===== src/design/mtec_pkg.sv =====
package mtec_pkg;

   // ---------------------------------------------------------------
   // Register map (word aligned byte addresses)
   // ---------------------------------------------------------------
   localparam logic [3:0] MTEC_OFS_CTRL = 4'h0;
   localparam logic [3:0] MTEC_OFS_SPEED = 4'h4;
   localparam logic [3:0] MTEC_OFS_COUNT = 4'h8;
   localparam logic [3:0] MTEC_OFS_RELA = 4'hC;
   localparam logic [3:0] MTEC_OFS_RELB = 4'h0;
   localparam logic [1:0] MTEC_IDX_HI = 2'h1;

   // ---------------------------------------------------------------
   // Control register fields
   // ---------------------------------------------------------------
   localparam int MTEC_BIT_RUN = 0;
   localparam int MTEC_BIT_MODE_LO = 1;
   localparam int MTEC_BIT_MODE_HI = 3;
   localparam int MTEC_BIT_PNDA = 4;
   localparam int MTEC_BIT_ENA = 5;
   localparam int MTEC_BIT_PNDB = 6;
   localparam int MTEC_BIT_ENB = 7;
   localparam int MTEC_BIT_HS = 0;
   localparam logic [7:0] MTEC_CTRL_RST = 8'h00;
   localparam logic [15:0] MTEC_WORD_RST = 16'h0000;

   // ---------------------------------------------------------------
   // Mode encodings {hi,mid,lo}
   // ---------------------------------------------------------------
   localparam logic [2:0] MTEC_M_EVT_POS = 3'h0;
   localparam logic [2:0] MTEC_M_EVT_NEG = 3'h1;
   localparam logic [2:0] MTEC_M_PWM_NT = 3'h4;
   localparam logic [2:0] MTEC_M_PWM_TG = 3'h5;

   // ---------------------------------------------------------------
   // Timing
   // ---------------------------------------------------------------
   localparam int MTEC_CLK_MHZ = 100;
   localparam int MTEC_TC_NS = 500;
   localparam int MTEC_MCLK_NS = 50;
   localparam int MTEC_TC_CYC = (MTEC_TC_NS * MTEC_CLK_MHZ) / 1000;
   localparam int MTEC_MCLK_CYC = (MTEC_MCLK_NS * MTEC_CLK_MHZ) / 1000;
   localparam logic [7:0] MTEC_TC_DIV = 8'(MTEC_TC_CYC - 1);
   localparam logic [7:0] MTEC_MCLK_DIV = 8'(MTEC_MCLK_CYC - 1);

   typedef enum logic [0:0] {MTEC_BUS_IDLE, MTEC_BUS_ACK} mtec_bus_t;

   typedef struct packed {
      logic [3:0] address;
      logic read;
      logic write;
      logic [31:0] writedata;
      logic [3:0] byteenable;
   } mtec_avreq_t;

   typedef struct packed {
      logic [31:0] readdata;
      logic waitrequest;
   } mtec_avrsp_t;

   typedef struct packed {
      logic pin_a;
      logic pin_b;
   } mtec_pins_t;

endpackage


===== src/design/mtec_sync.sv =====
`timescale 1ns/1ns
`default_nettype none
// Three-stage synchroniser; stage 1 feeds only stage 2
module mtec_sync (
   // Clock and reset
   input wire logic clk,
   input wire logic reset,
   // Data
   input wire logic din,
   output logic dout,
   output logic rise,
   output logic fall
);
   typedef struct packed {
      logic s1;
      logic s2;
      logic s3;
      logic st;
   } mtec_sync_st_t;

   mtec_sync_st_t q, d;

   always_comb begin
      d = q;
      d.s1 = din;
      d.s2 = q.s1;
      d.s3 = q.s2;
      // Change counts once stages 2 and 3 agree
      if (q.s2 == q.s3) begin
         d.st = q.s3;
      end
   end

   always_ff @(posedge clk or posedge reset) begin
      if (reset) begin
         q <= '0;
      end else begin
         q <= d;
      end
   end

   assign dout = q.st;
   assign rise = d.st & ~q.st;
   assign fall = ~d.st & q.st;
endmodule
`default_nettype wire


===== src/design/mtec_tick.sv =====
`timescale 1ns/1ns
`default_nettype none
// Tick generator for instruction-cycle or fast clock rate
module mtec_tick (
   // Clock and reset
   input wire logic clk,
   input wire logic reset,
   // Control
   input wire logic fast,
   output logic tick
);
   import mtec_pkg::*;

   typedef struct packed {
      logic [7:0] cnt;
   } mtec_tick_st_t;

   mtec_tick_st_t q, d;
   logic [7:0] lim;

   always_comb begin
      d = q;
      lim = fast ? MTEC_MCLK_DIV : MTEC_TC_DIV;
      if (q.cnt >= lim) begin
         d.cnt = 8'h00;
      end else begin
         d.cnt = q.cnt + 8'h01;
      end
   end

   always_ff @(posedge clk or posedge reset) begin
      if (reset) begin
         q <= '0;
      end else begin
         q <= d;
      end
   end

   assign tick = (q.cnt >= lim);
endmodule
`default_nettype wire


===== src/design/mtec_timer.sv =====
`timescale 1ns/1ns
`default_nettype none
// Operation
// - Counter and two companions are 16 bits
// - PWM underflow reloads alternately from companions
// - First reload from A, then B, A...
// - High-speed bit selects fast clock; reset clears
// - Event mode counts synchronised pin A edges
// - Mode 000 rising, 001 falling pin A
// - Event underflow sets pending A
// - Event mode pin B rise sets pending B
// - Event mode never drives pin A output
// - Capture mode counter runs without stopping
// - Capture copies count into companion A/B
// - Capture edge polarities decoded from mode
// - Capture triggers set pending A and B
// - Capture underflow sets run bit as pending
// - Run bit starts/stops PWM and event modes
// - Enables gate their interrupt requests
// - PWM toggle/no-toggle modes; irq per reload
// - Capture registers readable without disturbing count
// - Control register takes any write with byte 0 enabled
module mtec_timer (
   // Clock and reset
   input wire logic clk,
   input wire logic reset,
   // Avalon-MM slave
   input wire mtec_pkg::mtec_avreq_t av_req,
   output mtec_pkg::mtec_avrsp_t av_rsp,
   // Pins
   input wire mtec_pkg::mtec_pins_t pins_in,
   output logic event_or_capture_pin_a_out,
   output logic event_or_capture_pin_a_oe_n,
   // Interrupt requests
   output logic irq_a,
   output logic irq_b
);
   import mtec_pkg::*;

   // ---------------------------------------------------------------
   // State
   // ---------------------------------------------------------------
   typedef struct packed {
      mtec_bus_t bus;
      logic waitreq;
      logic [31:0] rdata;
      logic [7:0] ctrl;
      logic high_speed_select;
      logic [15:0] count;
      logic [15:0] reload_capture_reg_a;
      logic [15:0] reload_capture_reg_b;
      // Phase of the PWM reload sequence
      logic next_from_b;
      logic pwm_started;
      logic pin_a_level;
      logic pin_a_oe_n;
      logic irq_a;
      logic irq_b;
   } mtec_st_t;

   mtec_st_t q, d;

   logic tick;
   logic a_rise, a_fall, b_rise, b_fall;
   logic [2:0] mode;
   logic run_or_underflow_bit, pending_flag_a, pending_flag_b;
   logic irq_enable_a, irq_enable_b;
   logic is_pwm, is_evt, is_cap;
   logic cnt_ev, uflow, trig_a, trig_b;
   logic [15:0] cnt_next;
   logic wr_ctrl, wr_hs;
   logic wr_cnt;
   logic [7:0] wval;

   // ---------------------------------------------------------------
   // Helpers
   // ---------------------------------------------------------------
   // Tick phase runs free; a speed change may shorten one period
   mtec_tick u_tick (
      .clk(clk),
      .reset(reset),
      .fast(q.high_speed_select),
      .tick(tick)
   );

   mtec_sync u_sync_a (
      .clk(clk),
      .reset(reset),
      .din(pins_in.pin_a),
      .dout(),
      .rise(a_rise),
      .fall(a_fall)
   );

   // Only the edges of pin B matter
   mtec_sync u_sync_b (
      .clk(clk),
      .reset(reset),
      .din(pins_in.pin_b),
      .dout(),
      .rise(b_rise),
      .fall(b_fall)
   );

   // ---------------------------------------------------------------
   // Mode decode and count events
   // ---------------------------------------------------------------
   always_comb begin
      mode = q.ctrl[MTEC_BIT_MODE_HI:MTEC_BIT_MODE_LO];
      run_or_underflow_bit = q.ctrl[MTEC_BIT_RUN];
      pending_flag_a = q.ctrl[MTEC_BIT_PNDA];
      pending_flag_b = q.ctrl[MTEC_BIT_PNDB];
      irq_enable_a = q.ctrl[MTEC_BIT_ENA];
      irq_enable_b = q.ctrl[MTEC_BIT_ENB];
      is_pwm = (mode == MTEC_M_PWM_NT) || (mode == MTEC_M_PWM_TG);
      is_evt = (mode == MTEC_M_EVT_POS) || (mode == MTEC_M_EVT_NEG);
      // Every code with the mid bit set is a capture mode
      is_cap = mode[1];
      // Pin A edge polarity per mode; bit 0 low = rising
      trig_a = mode[0] ? a_fall : a_rise;
      // Pin B polarity in capture is the high mode bit
      trig_b = (is_cap && mode[2]) ? b_fall : b_rise;
      cnt_ev = 1'b0;
      if (is_evt) begin
         cnt_ev = run_or_underflow_bit & trig_a;
      end else if (is_cap) begin
         cnt_ev = tick;
      end else if (is_pwm) begin
         cnt_ev = run_or_underflow_bit & tick;
      end
      cnt_next = q.count - 16'h0001;
      uflow = cnt_ev && (q.count == 16'h0000);
   end

   // ---------------------------------------------------------------
   // Next state
   // ---------------------------------------------------------------
   always_comb begin
      d = q;
      wval = 8'h00;
      wr_ctrl = 1'b0;
      wr_hs = 1'b0;
      wr_cnt = 1'b0;

      // Bus: one wait cycle, then acknowledge
      unique case (q.bus)
         MTEC_BUS_IDLE: begin
            if (av_req.read || av_req.write) begin
               d.bus = MTEC_BUS_ACK;
               d.rdata = 32'h0000_0000;
               if (av_req.address[3:2] == MTEC_IDX_HI) begin
                  d.rdata = {31'h0, q.high_speed_select};
               end else if (av_req.address == MTEC_OFS_CTRL) begin
                  d.rdata = {24'h0, q.ctrl};
               end else if (av_req.address == MTEC_OFS_COUNT) begin
                  d.rdata = {16'h0, q.count};
               end else begin
                  // Both companions in one word; read has no side effect
                  d.rdata = {q.reload_capture_reg_b,
                             q.reload_capture_reg_a};
               end
            end
         end
         MTEC_BUS_ACK: begin
            d.bus = MTEC_BUS_IDLE;
            if (av_req.write) begin
               wval = av_req.writedata[7:0];
               unique case (av_req.address)
                  MTEC_OFS_CTRL: wr_ctrl = av_req.byteenable[0];
                  MTEC_OFS_SPEED: wr_hs = av_req.byteenable[0];
                  MTEC_OFS_COUNT: begin
                     wr_cnt = 1'b1;
                     if (av_req.byteenable[0]) begin
                        d.count[7:0] = av_req.writedata[7:0];
                     end
                     if (av_req.byteenable[1]) begin
                        d.count[15:8] = av_req.writedata[15:8];
                     end
                  end
                  default: begin
                     if (av_req.byteenable[0]) begin
                        d.reload_capture_reg_a[7:0] = av_req.writedata[7:0];
                     end
                     if (av_req.byteenable[1]) begin
                        d.reload_capture_reg_a[15:8] =
                           av_req.writedata[15:8];
                     end
                     if (av_req.byteenable[2]) begin
                        d.reload_capture_reg_b[7:0] =
                           av_req.writedata[23:16];
                     end
                     if (av_req.byteenable[3]) begin
                        d.reload_capture_reg_b[15:8] =
                           av_req.writedata[31:24];
                     end
                  end
               endcase
            end
         end
      endcase

      // Waitrequest comes straight from a flop
      d.waitreq = (d.bus == MTEC_BUS_IDLE);

      // Control writes are safe at any speed in any mode
      if (wr_ctrl) begin
         d.ctrl = wval;
      end
      if (wr_hs) begin
         d.high_speed_select = wval[MTEC_BIT_HS];
      end
      if (wr_ctrl && mode != wval[MTEC_BIT_MODE_HI:MTEC_BIT_MODE_LO]) begin
         d.pwm_started = 1'b0;
         d.next_from_b = 1'b0;
      end

      // Counting; flag sets by hardware win over software writes
      // A count write is kept if a count step falls with it, unless that step is a PWM underflow reload;
      // Without this a running capture timer drops the write
      if (cnt_ev && !wr_cnt) begin
         d.count = cnt_next;
      end
      if (is_pwm && uflow) begin
         // First reload from A, then alternate starting with B
         if (!q.pwm_started || !q.next_from_b) begin
            d.count = q.reload_capture_reg_a;
            d.ctrl[MTEC_BIT_PNDA] = 1'b1;
            d.next_from_b = 1'b1;
         end else begin
            d.count = q.reload_capture_reg_b;
            d.ctrl[MTEC_BIT_PNDB] = 1'b1;
            d.next_from_b = 1'b0;
         end
         d.pwm_started = 1'b1;
         if (mode == MTEC_M_PWM_TG) begin
            d.pin_a_level = ~q.pin_a_level;
         end
      end
      if (is_evt) begin
         if (uflow) begin
            d.ctrl[MTEC_BIT_PNDA] = 1'b1;
         end
         if (b_rise) begin
            d.ctrl[MTEC_BIT_PNDB] = 1'b1;
         end
      end
      if (is_cap) begin
         // Captures take the count seen before this cycle's step
         if (trig_a) begin
            d.reload_capture_reg_a = q.count;
            d.ctrl[MTEC_BIT_PNDA] = 1'b1;
         end
         if (trig_b) begin
            d.reload_capture_reg_b = q.count;
            d.ctrl[MTEC_BIT_PNDB] = 1'b1;
         end
         if (uflow) begin
            d.ctrl[MTEC_BIT_RUN] = 1'b1;
         end
      end

      // Pin A drives only in PWM modes
      d.pin_a_oe_n = ~is_pwm;

      // Requests gated by enables; underflow also raises A in capture
      // Taken from the settled flags, so a request trails its flag
      d.irq_a = irq_enable_a & (pending_flag_a |
                (is_cap & run_or_underflow_bit));
      d.irq_b = irq_enable_b & pending_flag_b;
   end

   // ---------------------------------------------------------------
   // Registers
   // ---------------------------------------------------------------
   always_ff @(posedge clk or posedge reset) begin
      if (reset) begin
         q <= '0;
         q.bus <= MTEC_BUS_IDLE;
         q.waitreq <= 1'b1;
         q.ctrl <= MTEC_CTRL_RST;
         q.count <= MTEC_WORD_RST;
         q.reload_capture_reg_a <= MTEC_WORD_RST;
         q.reload_capture_reg_b <= MTEC_WORD_RST;
         q.pin_a_oe_n <= 1'b1;
      end else begin
         q <= d;
      end
   end

   // ---------------------------------------------------------------
   // Outputs
   // ---------------------------------------------------------------
   assign av_rsp.readdata = q.rdata;
   assign av_rsp.waitrequest = q.waitreq;
   assign event_or_capture_pin_a_out = q.pin_a_level;
   assign event_or_capture_pin_a_oe_n = q.pin_a_oe_n;
   assign irq_a = q.irq_a;
   assign irq_b = q.irq_b;
endmodule
`default_nettype wire


===== config.mk =====
export PLATFORM = sky130hd
export DESIGN_NAME = mtec_timer
export DESIGN_NICKNAME = d
export VERILOG_FILES = /design/src/design/mtec_pkg.sv /design/src/design/mtec_sync.sv /design/src/design/mtec_tick.sv /design/src/design/mtec_timer.sv
export SDC_FILE = /design/constraint.sdc
export NUM_CORES = 1
export LEC_CHECK = 0
export ABC_AREA = 1
export ABC_CLOCK_PERIOD_IN_PS = 4100
export BUFFER_PORTS_ARGS = -buffer_cell sky130_fd_sc_hd__buf_2
export CAP_MARGIN = 20
export CORE_ASPECT_RATIO = 2
export CORE_MARGIN = 2
export CORE_UTILIZATION = 50
export DETAILED_ROUTE_END_ITERATION = 7
export PLACE_DENSITY_LB_ADDON = 0.2
export SYNTH_ARGS = -nofsm -noshare
export SYNTH_HDL_FRONTEND = slang
export SYNTH_SLANG_ARGS = --single-unit

===== constraint.sdc =====
create_clock -name clk -period 4.1 [get_ports clk]
set_clock_uncertainty 0.05 [all_clocks]
set_input_delay 0.82 -clock clk [delete_from_list [all_inputs] [get_ports clk]]
set_output_delay 0.82 -clock clk [all_outputs]
set_load 0.1 [all_outputs]

## Word level (Yosys, flattened, before mapping)

Cells that the tools add are included.

- Flip-flop bits (word level): 113
- Input bits: 46
- Word-level logic and storage cells: 141

- $add $sub $neg: 2
- $lt $le $gt $ge: 1
- Eq/ne operators: 9
- Multiplexer cells: 60
- Bitwise gates (word level): 18
- Reductions and logical operators: 26

Operators with widths:

| kind | number |
|---|---|
| $mux 32 | 5 |
| $mux 16 | 6 |
| $mux 48 | 2 |
| $mux 8 | 9 |
| $mux 1 | 33 |
| $logic_not 16->1 | 1 |
| $sub 16x1->16 const B | 1 |
| $reduce_bool 3->1 | 5 |
| $and 1x1->1 | 9 |
| $add 8x1->8 const B | 1 |
| $ge 8x8->1 | 1 |
| $not 1->1 | 8 |
| $reduce_and 4->1 | 2 |
| $mux 7 | 1 |
| $eq 3x3->1 const B | 2 |
| $mux 6 | 1 |
| $logic_and 1x1->1 | 5 |
| $eq 4x3->1 const B | 1 |
| $eq 4x4->1 const B | 1 |
| $logic_not 4->1 | 1 |
| $logic_or 1x1->1 | 4 |
| $reduce_and 2->1 | 2 |
| $eq 3x1->1 const B | 1 |
| $logic_not 1->1 | 3 |
| 10 further kinds | 11 |

## Longest topological paths before layout

- Depth after elaboration: 14
- Gate-level depth with buffers: 17

## Cells and area by module

From an unflattened synthesis, not the netlist that was laid out.

- Cell total of the unflattened synthesis: 824
- Area total of the unflattened synthesis: 6,446.2 µm²

By module, submodules not included:

| module | instances | cells each | area each (µm²) | seq. area each (µm²) |
|---|---|---|---|---|
| mtec_timer | 1 | 747 | 5,721.7 | 2,429.8 |
| mtec_tick | 1 | 53 | 451.7 | 200.2 |
| mtec_sync | 2 | 12 | 136.4 | 100.1 |

## Worst setup path before layout

OpenSTA, ideal clock, no wires.

- Path kind: input port to flip-flop
- Start: input port av_req[39] (netlist name)
- End: register q[53] (netlist name)
- Library setup time: 0.117 ns
- Arrival: 2.099 ns
- Required time: 3.933 ns
- Slack: 1.834 ns
- Cell stages on the path: 12
- Path buffers: 1
- Cell sequence: or2_1 nor2_4 nand2_4 nor2_4 inv_2 nand2_2 buf_4 nand2_1 nand3_1 nand2_1 nand2_1 nand2_1

- Longest elaborated chain between the ends: 8

Ends and longest elaborated chain:

| element | RTL line | source |
|---|---|---|
| start: declaration | mtec_timer.sv:28 | `input wire mtec_pkg::mtec_avreq_t av_req,` |
| $eq 4x4->1 (*) | mtec_timer.sv:168 | `unique case (av_req.address)` |
| $mux 1 | mtec_timer.sv:168 |  |
| $mux 1 | mtec_timer.sv:166 | `if (av_req.write) begin` |
| $mux 1 | mtec_timer.sv:146 | `unique case (q.bus)` |
| $logic_not 1->1 | mtec_timer.sv:220 | `if (cnt_ev && !wr_cnt) begin` |
| $logic_and 1x1->1 | mtec_timer.sv:220 |  |
| $reduce_bool 3->1 (no line) / $mux 16 (equally long branches) | -- |  |
| $reduce_and 4->1 (no line) / $mux 16 (equally long branches) | -- |  |
| end: declaration | mtec_timer.sv:61 | `mtec_st_t q, d;` |

Mark *: on every way between the ends. The rest lies on a longest branch, timed or not.
A chain may end at the register's enable or synchronous reset.

## Worst setup path after layout

- Start: register q[54] (netlist name)
- End: register q[43] (netlist name)

- Longest elaborated chain between the ends: 10

Ends and longest elaborated chain:

| element | RTL line | source |
|---|---|---|
| $mux 6 (*) | mtec_tick.sv:23 | `lim = fast ? MTEC_MCLK_DIV : MTEC_TC_DIV;` |
| $ge 8x8->1 (*) | mtec_tick.sv:39 | `assign tick = (q.cnt >= lim);` |
| $and 1x1->1 | mtec_timer.sv:129 | `cnt_ev = run_or_underflow_bit & tick;` |
| $mux 1 | mtec_timer.sv:128 | `end else if (is_pwm) begin` |
| $mux 1 (*) | mtec_timer.sv:126 | `end else if (is_cap) begin` |
| $mux 1 (*) | mtec_timer.sv:124 | `if (is_evt) begin` |
| $logic_and 1x1->1 | mtec_timer.sv:132 | `uflow = cnt_ev && (q.count == 16'h0000);` |
| $logic_and 1x1->1 | mtec_timer.sv:223 | `if (is_pwm && uflow) begin` |
| $reduce_bool 3->1 (no line) | -- |  |
| $reduce_and 4->1 (no line) | -- |  |

Marked as above.

==> results.txt <==
----------------------------------------------------
[Run status]
  Result of the run ... finished, final reports clean

[Cells and area]
  Nets ... 908
  Number of diodes added for antenna fixing ... 0
  Final std cell area, no fill ... 7210 µm²
  Layout-stage area growth over the synthesis result ... 14.0%
  Layout cells sized above 1 ... 17.7%

[Logic synthesis]
  Syn Std Cell Area ... 6320 µm²
  Count of distinct cell types in the synthesized netlist ... 45
  Net count after synthesis ... 862
  Top FF cell, synth ... dfrtp_1
  Gate count after technology mapping ... 810
  Part of the Yosys area used for sequential elements ... 44.7%
  Flop and latch count out of synthesis ... 113
  Post-synth EDFFs ... 0
  Fraction of registers with async set or reset after synthesis ... 100%
  Average cell area after synthesis ... 7.81 µm²
  Yosys warns ... 0

[Floorplan]
  Die height ... 163 µm
  Total die area ... 13600 µm²
  Width of the chip ... 83.5 µm
  Core area ... 12500 µm²
  Number of top-level pins ... 83
  Initial Util ... 50.7%
  Site Rows ... 58

[STA]
  RSZ-0062 raised after global routing ... no
  Transition time of the tightest slew-check pin ... 982 ps
  Time the final worst path needs with I/O delays and setup ... 2820 ps
  Worst setup slack after layout ... 1280 ps
  Hold violation total from the final report ... 0
  Max-slew violations ... 0
  Slew margin rel. ... 34.4%
  Maximum clock frequency ... 0.354 GHz
  Period Utilization, post-route ... 68.8%
  Final TNS setup ... 0 ps
  Count of final setup violators ... 0

[Worst hold path]
  Hold Path Stages ... 0
  Worst hold endpoint ... u_sync_b.d[1]
  Worst min-delay path startpoint ... u_sync_b.d[2]
  Class of the worst hold path ... reg2reg

[Place]
  Total placed instance area ... 6580 µm²
  Detailed placer's ending HPWL ... 14.8 mm
  Count of input and output buffers ... 82
  GPL Wtd Cong ... 0.986
  Pre-CTS worst setup slack ... 1240 ps

[Critical path]
  Arrival time at the worst endpoint ... 3080 ps
  FF-to-FF setup slack ... 1280 ps
  Cell count of the worst reg-to-reg path ... 15
  Critical R2R Launch ... q[54]
  Maximum fanout along the worst path ... 22
  Startpoint type of the worst setup path ... flip-flop
  Reg2reg end ... q[43]
  Worst setup EP type ... flip-flop
  Critical path class ... reg2reg
  Required @ worst endpoint ... 4350 ps

[Drt]
  Remaining design rule violation count ... 0
  Final routed wirelength across all metal layers ... 19.7 mm
  Via count ... 5738
  Per-cell routed wire length ... 19.3 µm
  Detailed-router iteration count before antenna repair ... 5
  Remaining antenna violation count after routing ... 0
  Iter 0 DRT Violations ... 474
  DR vias/cell ... 5.63

[CTS]
  CTS tree ... yes
  Post CTS Setup Buffer Count ... 0
  Bufs on Longest Clock Path ... 2
  Number of gates resized after CTS ... 0
  Number of buffers created by CTS ... 17
  CTS clk-pin slew, worst paths ... 60 ps
  Hold-fix buffer count after cts ... 0
  Clock latency at the later pin of the worst-skew pair ... 420 ps
  # H-tree levels ... 4
  Number of clock sinks ... 113
  Library cell used as clock root buffer ... clkbuf_16

[Power]
  Worst supply voltage drop on vdd ... 0.000392 V
  PD cells ... 738 nW/µm²
  Static leakage ... 3.67 nW

[Global routing]
  Overall overflow remaining after global route ... 0
  Number of antenna violations at the first check in global routing ... 0
  Vias in the first global route ... 5897
  Pin count of the biggest net entering global routing ... 72
  Overall fraction of global-route tracks in use ... 30.2%
  Wire length of the first global-routing pass ... 31.1 mm

[Flow run]
  Number of max-cap violations ... 0

----------------------------------------------------
[layout make-up]
cell class,count,area (µm²)
fillers,1184,5270
multi-input cells,565,2830
flip-flops and latches,113,2830
repair buffers,88,455
clock buffers,19,453
inverters,71,274
well taps,150,188
clock inverters,13,175
[Yosys cell counts (2+ instances only)]
cell type | count | area (µm²)
a21oi_1 | 7 | 35.0
a21oi_4 | 2 | 32.5
a31oi_1 | 6 | 37.5
buf_2 | 2 | 10.0
buf_4 | 36 | 270
buf_6 | 3 | 33.8
clkbuf_1 | 19 | 71.3
dfrtp_1 | 111 | 2780
dfstp_2 | 2 | 52.6
ha_1 | 6 | 75.1
inv_1 | 62 | 233
inv_2 | 6 | 22.5
inv_4 | 2 | 12.5
mux2i_1 | 7 | 70.1
nand2_1 | 255 | 957
nand2_2 | 3 | 18.8
nand3_1 | 45 | 225
nand3_2 | 3 | 30.0
nand3b_1 | 7 | 52.6
nand4_1 | 3 | 18.8
nor2_1 | 53 | 199
nor2_2 | 4 | 25.0
nor2_4 | 5 | 56.3
nor3_1 | 2 | 10.0
nor3b_1 | 2 | 15.0
o211ai_1 | 17 | 128
o21ai_0 | 63 | 315
o21ai_1 | 22 | 110
o22ai_1 | 8 | 50.1
o31ai_1 | 17 | 128
or2_1 | 2 | 12.5
xor2_1 | 15 | 131
[critical path, cell delays in order, from the launching register on]
cell	delay, ps
dfrtp_1	420
inv_1	90
ha_1	280
inv_1	40
nand3_1	70
nand2_1	50
nand2_1	60
nand2_1	60
nand2_2	150
nand2_1	90
nand2_2	390
nand3_4	340
a21oi_4	370
inv_4	100
nand2_1	90
nand2_1	60
[flip-flops by register name (all words and copies together), names as in the netlist]
name and count:
q 53, u_sync_b.d 2, u_sync_a.dout 1, is_cap 1, u_sync_b.dout 1, pending_flag_a 1
irq_enable_b 1, irq_a 1, event_or_capture_pin_a_oe_n 1, irq_enable_a 1, u_tick.q 8, event_or_capture_pin_a_out 1
u_sync_a.d 2, irq_b 1, u_sync_a.q 1, mode 2, pending_flag_b 1, av_rsp 33
u_sync_b.q 1
[through the flow]
stage               hold slack [ps]  utilization (%)  std cells  total power, mW
finish                          301             57.8       1019             5.32
global route                    306             57.8       1019             5.57
CTS                             304             57.8       1019             5.31
detailed placement              291             52.7        987             3.75
global placement                284             52.7        987             3.73
floorplan                       281                -        810             3.36
[logic make-up after synthesis]
family                     count (synthesis)  synth area share, %
and+or+nand+nor                          389                 26.5
AOI/OAI and AO/OA                        146                 13.8
buffers and inverters                    132                 10.4
DFF                                      113                 44.7
xor gates and xnor gates                  16                 2.22
muxes                                      7                 1.11
adders and majority gates                  6                 1.19
other                                      1               0.0593
[report_power, final]
part	switching (mW)	internal, mW	leakage (nW)
Clock	0.560	0.998	0.301
Sequential	0.274	1.41	1.40
Combinational	1.61	0.466	1.97
Total	2.44	2.88	3.67
[routing by layer]
layer  GRT usage (%)  up-vias  routed length [µm]
li1                -     2711                   -
met4            23.5        0                1670
met1            29.8     2687                6600
met5               0        -                   0
met3            5.56       87                 936
met2            54.8      253               10500
[cell usage in the layout, fill, tap and decap left out, types with 5 or more instances in the layout]
cell	count
buf_2	82
nand3_1	45
a31oi_1	6
mux2i_1	7
nand2_1	255
nand3b_1	7
ha_1	6
o21ai_1	22
a21oi_1	7
nor2_4	5
inv_1	61
o22ai_1	8
inv_2	6
dfrtp_1	111
clkbuf_16	17
xor2_1	15
buf_4	6
o31ai_1	17
nor2_1	53
o211ai_1	17
o21ai_0	63
[worst max path at each step]
stage,startpoint,end,depth (start not counted)
detailed placement,av_req[36],av_rsp[12],9
floorplan,reset,av_rsp[10],1
global placement,av_req[36],av_rsp[9],9
global route,q[54],q[45],15
finish,q[54],q[43],15
CTS,q[54],q[43],15
Note: power is estimated with default switching activity, not from simulation.
